## config.mk

```make
export PLATFORM = sky130hd
export DESIGN_NAME = ipd_ctrl
export DESIGN_NICKNAME = d
export VERILOG_FILES = /design/src/ipd_pkg.sv /design/src/ipd_sync.sv /design/src/ipd_settle.sv /design/src/ipd_ctrl.sv
export VERILOG_INCLUDE_DIRS = /design/src
export SDC_FILE = /design/constraint.sdc
export NUM_CORES = 1
export LEC_CHECK = 0
export BUFFER_PORTS_ARGS = -buffer_cell sky130_fd_sc_hd__buf_2
export CORE_MARGIN = 2
export CORE_UTILIZATION = 48
export CTS_BUF_LIST = sky130_fd_sc_hd__clkbuf_8
export CTS_CLUSTER_SIZE = 16
export DETAILED_ROUTE_END_ITERATION = 12
export PLACE_DENSITY = 0.89
export SYNTH_ARGS = -nofsm -noshare
export SYNTH_HDL_FRONTEND = slang
export SYNTH_SLANG_ARGS = --single-unit
```

## constraint.sdc

```tcl
create_clock -name clk -period 1.95 [get_ports clk]
set_input_delay 0.0975 -clock clk [delete_from_list [all_inputs] [get_ports clk]]
set_output_delay 0.0975 -clock clk [all_outputs]
set_load 0.02 [all_outputs]
```

## src/ipd_defines.svh

```systemverilog
`ifndef IPD_DEFINES_SVH
`define IPD_DEFINES_SVH
// Power control register bit positions
`define IPD_IDLE_BIT 0
`define IPD_PD_BIT 1
`define IPD_GF0_BIT 2
`define IPD_GF1_BIT 3
// Register addresses on the plain port
`define IPD_ADDR_POWER_CONTROL_REG 8'h87
`define IPD_ADDR_STAT 8'h88
// Reset value of the power control register
`define IPD_POWER_CONTROL_REG_RST 8'h00
// Oscillator restart settle time in ns and in cycles
`define IPD_OSC_SETTLE_NS 1000
`define IPD_CLK_NS 100
`define IPD_OSC_SETTLE_CYC ((`IPD_OSC_SETTLE_NS + `IPD_CLK_NS - 1) / `IPD_CLK_NS)
// Reset hold in oscillator periods
`define IPD_RST_HOLD_OSC 24
`endif

```

## src/ipd_pkg.sv

```systemverilog
package ipd_pkg;
   typedef enum logic [1:0] {
      IPD_RUN = 2'b00,
      IPD_IDLE = 2'b01,
      IPD_PDOWN = 2'b11,
      IPD_WAKE = 2'b10
   } ipd_mode_t;

   typedef struct packed {
      logic [7:0] addr;
      logic [7:0] wdata;
      logic wr;
      logic rd;
   } ipd_bus_t;

   typedef struct packed {
      logic [7:0] p0_out;
      logic [7:0] p0_oe_n;
      logic ale;
      logic program_fetch_strobe;
   } ipd_pins_t;
endpackage

```

## src/ipd_sync.sv

```systemverilog
`timescale 1ns/1ns
`default_nettype none
// Two-flop synchroniser for pin levels
module ipd_sync #(
   parameter int WIDTH = 2
) (
   input wire logic clk,
   input wire logic rst,
   input wire logic [WIDTH-1:0] d,
   output logic [WIDTH-1:0] q
);
   logic [WIDTH-1:0] meta_reg;
   // First flop feeds only the second
   always_ff @(posedge clk) begin
      if (rst) begin
         meta_reg <= {WIDTH{1'b1}};
         q <= {WIDTH{1'b1}};
      end else begin
         meta_reg <= d;
         q <= meta_reg;
      end
   end
endmodule // ipd_sync
`default_nettype wire

```

## src/ipd_settle.sv

```systemverilog
`timescale 1ns/1ns
`default_nettype none
// Counts oscillator settle time after a restart
module ipd_settle #(
   parameter int CYCLES = 10
) (
   input wire logic clk,
   input wire logic rst,
   input wire logic start,
   input wire logic run,
   output logic done
);
   initial begin
      if (CYCLES < 1 || CYCLES > 65535) $error("bad CYCLES");
   end
   logic [15:0] cnt_reg;
   // Count while run is held, reload on start
   always_ff @(posedge clk) begin
      if (rst || start) begin
         cnt_reg <= 16'h0000;
      end else if (run && cnt_reg != 16'(CYCLES)) begin
         cnt_reg <= cnt_reg + 16'h0001;
      end
   end
   assign done = (cnt_reg == 16'(CYCLES));
endmodule // ipd_settle
`default_nettype wire

```

## src/ipd_ctrl.sv

```systemverilog
`timescale 1ns/1ns
`default_nettype none
`include "ipd_defines.svh"
// Behaviour
// Instruction setting the idle bit is the last one before idle.
// Idle gates the CPU clock; interrupts, timers, serial ports keep clocking.
// All CPU state is preserved during idle.
// Port pins keep the level they had when idle began. Code floats all of port 0 instead while ext_mem is high.
// Address latch and program fetch strobes held high in idle.
// Any enabled interrupt clears idle bit, ends idle, gets serviced.
// After interrupt return, execution continues after the idle instruction.
// Two software flags readable by interrupt routines.
// Reset must be held 24 oscillator periods to end idle.
// Setting power-down bit stops the oscillator after that instruction.
// RAM and special registers kept throughout power-down.
// Power-down ends only by reset or an enabled external interrupt.
// Low enabled pin restarts oscillator; its release completes exit.
// Either pin low restarts; first release exits; higher priority serviced. Code serves the first pin released; ext1_high_prio only breaks a tie.
// After wake service returns, continue after power-down instruction.
// Reset exit reinitialises registers; interrupt exit leaves them.
// Either exit leaves internal RAM unchanged.
// Both bits set: power-down exit, both bits cleared on vectoring. Code clears both when the wake exit completes, before irq_vector.
// Port 0 drives only zeros in low power; ones float.
// Waking reset or interrupt should outlast oscillator restart.
// Reset clears both request bits, starting in run mode.
module ipd_ctrl
   import ipd_pkg::*;
#(
   parameter int SETTLE_CYC = `IPD_OSC_SETTLE_CYC
) (
   input wire logic clk,
   input wire logic rst,
   input wire ipd_bus_t bus,
   output logic [7:0] rdata,
   input wire logic irq_pending,
   input wire logic irq_vector,
   input wire logic [1:0] ext_irq_en,
   input wire logic ext_irq0_n,
   input wire logic ext_irq1_n,
   input wire logic ext1_high_prio,
   input wire logic [7:0] p0_data,
   input wire logic ext_mem,
   input wire logic ale_run,
   input wire logic program_fetch_strobe_run,
   output logic cpu_clk_en,
   output logic periph_clk_en,
   output logic osc_en,
   output logic [1:0] wake_irq,
   output ipd_pins_t pins
);
   initial begin
      if (SETTLE_CYC < 1) $error("SETTLE_CYC must be at least 1");
   end

   typedef struct packed {
      ipd_mode_t mode;
      logic idle;
      logic pd;
      logic gf0;
      logic gf1;
      logic [7:0] rdata;
      logic [7:0] p0_hold;
      logic [1:0] low_seen;
      logic [1:0] wake;
      logic settle_go;
   } ipd_state_t;

   ipd_state_t st_reg;
   ipd_state_t st_next;
   logic [1:0] irq_n_s;
   logic settled;
   logic [1:0] pin_low;
   logic [1:0] released;

   // Pin synchronisers for external interrupt inputs
   ipd_sync #(
      .WIDTH(2)
   ) u_sync (
      .clk(clk),
      .rst(rst),
      .d({ext_irq1_n, ext_irq0_n}),
      .q(irq_n_s)
   );

   // Oscillator settle counter after wake
   ipd_settle #(
      .CYCLES(SETTLE_CYC)
   ) u_settle (
      .clk(clk),
      .rst(rst),
      .start(st_reg.settle_go),
      .run(st_reg.mode == IPD_WAKE),
      .done(settled)
   );

   // Enabled pins only count as wake sources
   assign pin_low = ~irq_n_s & ext_irq_en;
   assign released = st_reg.low_seen & irq_n_s;

   // Next-state logic
   always_comb begin
      st_next = st_reg;
      st_next.settle_go = 1'b0;
      st_next.rdata = 8'h00;
      if (bus.rd) begin
         if (bus.addr == `IPD_ADDR_POWER_CONTROL_REG) begin
            st_next.rdata[`IPD_IDLE_BIT] = st_reg.idle;
            st_next.rdata[`IPD_PD_BIT] = st_reg.pd;
            st_next.rdata[`IPD_GF0_BIT] = st_reg.gf0;
            st_next.rdata[`IPD_GF1_BIT] = st_reg.gf1;
         end else if (bus.addr == `IPD_ADDR_STAT) begin
            st_next.rdata[1:0] = st_reg.mode;
            st_next.rdata[3:2] = st_reg.wake;
         end
      end
      unique case (st_reg.mode)
         IPD_RUN: begin
            if (bus.wr && bus.addr == `IPD_ADDR_POWER_CONTROL_REG) begin
               st_next.idle = bus.wdata[`IPD_IDLE_BIT];
               st_next.pd = bus.wdata[`IPD_PD_BIT];
               st_next.gf0 = bus.wdata[`IPD_GF0_BIT];
               st_next.gf1 = bus.wdata[`IPD_GF1_BIT];
               st_next.p0_hold = p0_data;
               // Writing instruction completes, then mode switches
               if (bus.wdata[`IPD_PD_BIT]) begin
                  st_next.mode = IPD_PDOWN;
               end else if (bus.wdata[`IPD_IDLE_BIT]) begin
                  st_next.mode = IPD_IDLE;
               end
            end else if (irq_vector) begin
               st_next.wake = 2'b00;
            end
         end
         IPD_IDLE: begin
            // Enabled interrupt ends idle and clears the bit
            if (irq_pending) begin
               st_next.idle = 1'b0;
               st_next.mode = IPD_RUN;
            end
         end
         IPD_PDOWN: begin
            // Only enabled external pins restart the oscillator
            if (pin_low != 2'b00) begin
               st_next.low_seen = pin_low;
               st_next.mode = IPD_WAKE;
               st_next.settle_go = 1'b1;
            end
         end
         IPD_WAKE: begin
            st_next.low_seen = st_reg.low_seen | pin_low;
            // First release after settling completes the exit
            if (settled && released != 2'b00) begin
               if (released == 2'b11) begin
                  st_next.wake = ext1_high_prio ? 2'b10 : 2'b01;
               end else begin
                  st_next.wake = released;
               end
               st_next.idle = 1'b0;
               st_next.pd = 1'b0;
               st_next.low_seen = 2'b00;
               st_next.mode = IPD_RUN;
            end
         end
      endcase
   end

   // State register; reset clears request bits
   always_ff @(posedge clk) begin
      if (rst) begin
         st_reg.mode <= IPD_RUN;
         st_reg.idle <= 1'b0;
         st_reg.pd <= 1'b0;
         st_reg.gf0 <= 1'b0;
         st_reg.gf1 <= 1'b0;
         st_reg.rdata <= 8'h00;
         st_reg.p0_hold <= 8'h00;
         st_reg.low_seen <= 2'b00;
         st_reg.wake <= 2'b00;
         st_reg.settle_go <= 1'b0;
      end else begin
         st_reg <= st_next;
      end
   end

   // Clock gating for the core and its peripherals
   assign cpu_clk_en = (st_reg.mode == IPD_RUN);
   assign periph_clk_en = (st_reg.mode != IPD_PDOWN);
   assign osc_en = (st_reg.mode != IPD_PDOWN);
   assign wake_irq = st_reg.wake;
   assign rdata = st_reg.rdata;

   // Pin states in low-power modes
   always_comb begin
      pins.ale = ale_run;
      pins.program_fetch_strobe = program_fetch_strobe_run;
      pins.p0_out = 8'h00;
      pins.p0_oe_n = 8'hff;
      if (st_reg.mode == IPD_IDLE) begin
         pins.ale = 1'b1;
         pins.program_fetch_strobe = 1'b1;
      end else if (st_reg.mode != IPD_RUN) begin
         pins.ale = 1'b0;
         pins.program_fetch_strobe = 1'b0;
      end
      if (st_reg.mode != IPD_RUN && !ext_mem) begin
         pins.p0_oe_n = st_reg.p0_hold;
      end
   end
endmodule // ipd_ctrl
`default_nettype wire

```

## Yosys cells after proc, flatten, opt, wreduce, memory -nomap -nowiden

Index checks and enable logic that the tools add are counted.

- Equality and inequality tests: 16
- $lt $le $gt $ge: 0
- Div/mod/pow operators: 0
- Muxes and demuxes: 23
- Bitwise gates (word level): 6
- Add/subtract/negate cells: 1
- Reduce and logical (&&, ||, !) cells: 21
- Shift-type cells: 0
- $mul: 0

Operator list:

| kind | number |
|---|---|
| 2-bit 2-to-1 mux | 10 |
| 16-bit by 1-bit adder with 16-bit output, second input constant | 1 |
| 16-bit by 4-bit equality test with 1-bit output, second input constant | 1 |
| 8-bit equality test, second input constant | 2 |
| 4-bit 2-to-1 mux | 4 |
| 16-bit by 4-bit inequality test with 1-bit output, second input constant | 1 |
| 2-bit inequality test, second input constant | 6 |
| 2-bit nonzero test | 5 |
| 8-bit 2-to-1 mux | 1 |
| 2-bit case mux with 2 select lines | 2 |
| 2-bit case mux with 4 select lines | 1 |
| 4-bit AND reduction | 2 |
| 2-bit equality test, second input constant | 3 |
| 6-bit 2-to-1 mux | 1 |
| 5-bit AND reduction | 1 |
| 2-bit bitwise AND | 2 |
| 1-bit logical AND | 4 |
| 2-bit AND reduction | 2 |
| 2-bit OR reduction | 2 |
| 3-bit 2-to-1 mux | 1 |
| 3-bit inequality test, second input constant | 1 |
| 1-bit case mux with 3 select lines | 1 |
| 3-bit AND reduction | 1 |
| 3-bit nonzero test | 1 |
| other kinds (10) | 11 |

- Input bits: 38
- Word-level logic and storage cells: 81
- Memory bits (read-only): 0
- Memories kept: 0
- Output and inout port bits: 31
- Bits in writable memories: 0
- Latch bits: 0
- Register bits: 47

## Longest topological paths before layout

- Depth in word-level cells: 5
- Depth in mapped cells: 7
- Depth with buffers taken out: 7

## Modules after synthesis

Synthesis repeated with hierarchy kept, for this count alone.

- Cell total of the unflattened synthesis: 262
- Area total of the unflattened synthesis: 2347.3 µm²

By module, submodules not included:

| module | area each (µm²) | instances | cells each |
|---|---|---|---|
| ipd_ctrl | 1447.6 | 1 | 159 |
| ipd_settle | 794.5 | 1 | 95 |
| ipd_sync | 105.1 | 1 | 8 |

## Worst setup path after synthesis

Ideal clock, no wire load.

- Path kind: reg-to-reg
- Start: register u_settle.cnt_reg[0]
- End: register st_reg[25] in the netlist's numbering
- Buffers on the path: 0
- Path slack: 0.121 ns
- Required time: 1.880 ns
- Arrival: 1.759 ns
- Period minus slack after synthesis: 1.829 ns
- Cell stages (with the launch flop): 8
- Path through: dfxtp_1 inv_1 ha_1 nor4b_4 a41oi_4 a221o_1 or3_1 a21oi_1

- Word-level cells in the longest chain between the ends: 4

Ends and longest elaborated chain:

| element | RTL line | source |
|---|---|---|
| start, declared | ipd_settle.sv:16 | `logic [15:0] cnt_reg;` |
| start signal, assigned | ipd_settle.sv:22 | `cnt_reg <= cnt_reg + 16'h0001;` |
| 16-bit by 4-bit equality test with 1-bit output | ipd_settle.sv:25 | `assign done = (cnt_reg == 16'(CYCLES));` |
| 1-bit logical AND | ipd_ctrl.sv:152 | `if (settled && released != 2'b00) begin` |
| 2-bit inequality test (no source line) | n/a |  |
| 5-bit AND reduction (no source line) | n/a |  |
| end signal, assigned | ipd_ctrl.sv:181 | `st_reg <= st_next;` |
| end, declared | ipd_ctrl.sv:68 | `ipd_state_t st_reg;` |

Every way passes these cells.
A chain may end at the register's enable or synchronous reset.

## Final worst setup path

- Start: register u_settle.cnt_reg[7]
- End: register st_reg[25] in the netlist's numbering

Same word-level chain as after synthesis.

==> run metrics <==
status finished, violations left; mean area per synthesized cell 9.01 um2; Core Footprint 4410 um2; WHS 15.0 ps; num rows 24; Fillers 377; DIE WIDTH 72.2 um; CTS root buffer clkbuf_8; Remaining DRCs 0; Synth Warn # 0; Synth Register Bits 43; commonest cells after routing, fill and taps aside buf_2 (52), dfxtp_1 (38), nor2_1 (35); detailed-route via count 1975; Final period util 101%; die area 5210 um2; startpoint types flip-flop; Bufs on Longest Clock Path 2; Post-Place Cell Area 2470 um2; Worst path max stage delay 440 ps; Top Ports 69; Bufs and invs on worst path 0; Clk Latency, worst-skew pair 300 ps; first-pass GRT wire length 7960 um; Worst Clk Skew 12.2 ps; Total Routing Usage GR 19.3%; fin. max-slew vios 0; nets 349; most common cell after layout, fill and taps aside buf_2; layout cell share with drive strength beyond 1 30.4%; Main synth FF type dfxtp_1; violated checks setup timing; Leak Pwr 1.16 nW; Slowest-stage cell, CP nor4_4; Final Util 60.8%; Area growth syn-to-layout 20.2%; Overflow after GRT 0; Largest register FFs 17; CP Class flip-flop to flip-flop; post-DR wirelength/cell 14.5 um; Seq/Total Area, Yosys 38.5%; Max Clk Rate 508 MHz; peak supply drop 394 uV; initial antenna violation count 0; Top delay family on crit path simple AND/OR/NAND/NOR gates; asr flop ratio synth 0%; GPL Wtd Cong 0.879; Initial Util 50.6%; PwrDens 642 nW/um2; Critical Path AT 2200 ps; final hold violations 0; post-layout min period 1970 ps; fin area 2680 um2; CP Cell Sequence nor4_4 -> a41oi_4 -> a221o_2 -> or3_4 -> a21oi_2; largest net degree at the start of global routing 23; post-DP HPWL 3500 um; Critical Path RT 2180 ps; RSZ-0062 raised after global routing true; maximum fanout along the worst path 5; Port Buf Inserts 52; CTS tree done; Post-Synth Simple-Gate Area 27.1%; diode count 0; XOR/XNOR share of the synthesized area 5.49%; HP Class input pin to flip-flop; drt via density 5.52; CTS sink cnt 43; Routed Antenna Nets 0; Total Wirelength 5190 um; Cell variety after synth 47; Post-synth EDFFs 0; setup ws final -17.5 ps; Post-Syn Instances 248; number of global-route vias before repair 1779; nature of the critical path endpoint flip-flop; Compound-Gate Fraction of Synth Area 10.3%; die height 72.2 um; main combinational cell family by area after synthesis simple AND/OR/NAND/NOR gates; Worst-path clk slew 90 ps; endpoints failing setup 2; mux share of post-synthesis cell area 5.83%; maxcap violations 0; Syn Std Cell Area 2230 um2; H-Tree Depth 2; post-synthesis adder-cell area fraction 3.36%; Pre-Repair DR Iteration Count 6; Initial DRC Count 165; CTS Buf Count 5
[cells by family (layout without fill, tap and decap cells)]
family,Yosys count,after routing
AND/OR/NAND/NOR,107,107
flip-flops,43,43
buffers and inverters,35,82
AO/OA/AOI/OAI,29,29
XOR/XNOR,14,14
multiplexers,13,13
adder cells (fa/ha/maj),6,6
other,1,12
[per-stage QoR]
stage,power [mW],setup slack [ps],std cells,TNS (ps)
after floorplan,0.989,121,259,0
after global placement,1.02,102,343,0
after detailed placement,1.02,47.4,343,0
after CTS,1.73,4.78,354,0
after global routing,1.77,-67.5,358,-224
final,1.72,-17.5,358,-18.4
[routing by layer]
metal	global-route usage, %	vias to the layer above	wire (um)
li1	-	951	-
met1	23.6	927	2190
met2	33.3	84	2520
met3	3.89	13	356
met4	7.34	0	123
met5	0	-	0
[repair_timing]
action                                 CTS  global route
hold buffers                             2             0
endpoints found under the hold margin    2             0
pin swaps                                0             5
gates cloned                             0             0
resized for setup                        0            15
setup endpoints to repair                1            20
buffers inserted                         1             4
[layout make-up]
class | instances | area, um2 | area share (%)
multi-input combinational | 181 | 1230 | 45.9
sequential | 43 | 870 | 32.4
timing repair buffer | 65 | 367 | 13.7
clock buffer | 5 | 68.8 | 2.56
tap | 52 | 65.1 | 2.42
clock inverter | 3 | 46.3 | 1.72
inverter | 9 | 36.3 | 1.35
[cell usage after synthesis, types with 2 or more instances]
master / instances / share of area, %
o21ai_0: 3 / 0.67
nor3_1: 7 / 1.6
and4_1: 2 / 0.78
clkbuf_1: 4 / 0.67
and4b_1: 2 / 0.90
nor2_1: 35 / 5.9
and3_1: 2 / 0.56
nand2_1: 11 / 1.8
inv_1: 8 / 1.3
or3_1: 11 / 3.1
a22oi_1: 5 / 1.7
nand4_1: 7 / 2.0
buf_2: 2 / 0.45
buf_4: 19 / 6.4
nand3_1: 11 / 2.5
dfxtp_1: 43 / 39
xor2_1: 9 / 3.5
nor4b_4: 2 / 2.1
nor2b_1: 4 / 1.1
or2_2: 6 / 1.7
a21o_1: 2 / 0.67
ha_1: 6 / 3.4
xnor2_1: 5 / 2.0
a211oi_1: 3 / 1.0
mux2i_1: 13 / 5.8
a21oi_1: 5 / 1.1
[power breakdown]
part	internal (mW)	total [mW]	switching, mW
combinational	0.0493	0.121	0.0713
clock	0.386	0.719	0.333
sequential	0.881	0.884	0.00309
[worst min-delay path: stages]
cell and delay [ps]:
buf_2 70, mux2i_1 50, nor2_1 70
[worst paths after layout]
path                            start          end  slack [ps]  cells past startpoint
setup / recovery  u_settle.cnt_reg[7]   st_reg[25]         -20                      5
hold / removal             p0_data[6]   st_reg[11]          20                      3
setup reg to reg  u_settle.cnt_reg[7]   st_reg[25]         -20                      5
hold reg to reg    u_sync.meta_reg[0]  u_sync.q[0]         420                      1
(Power assumes the default switching activity.)
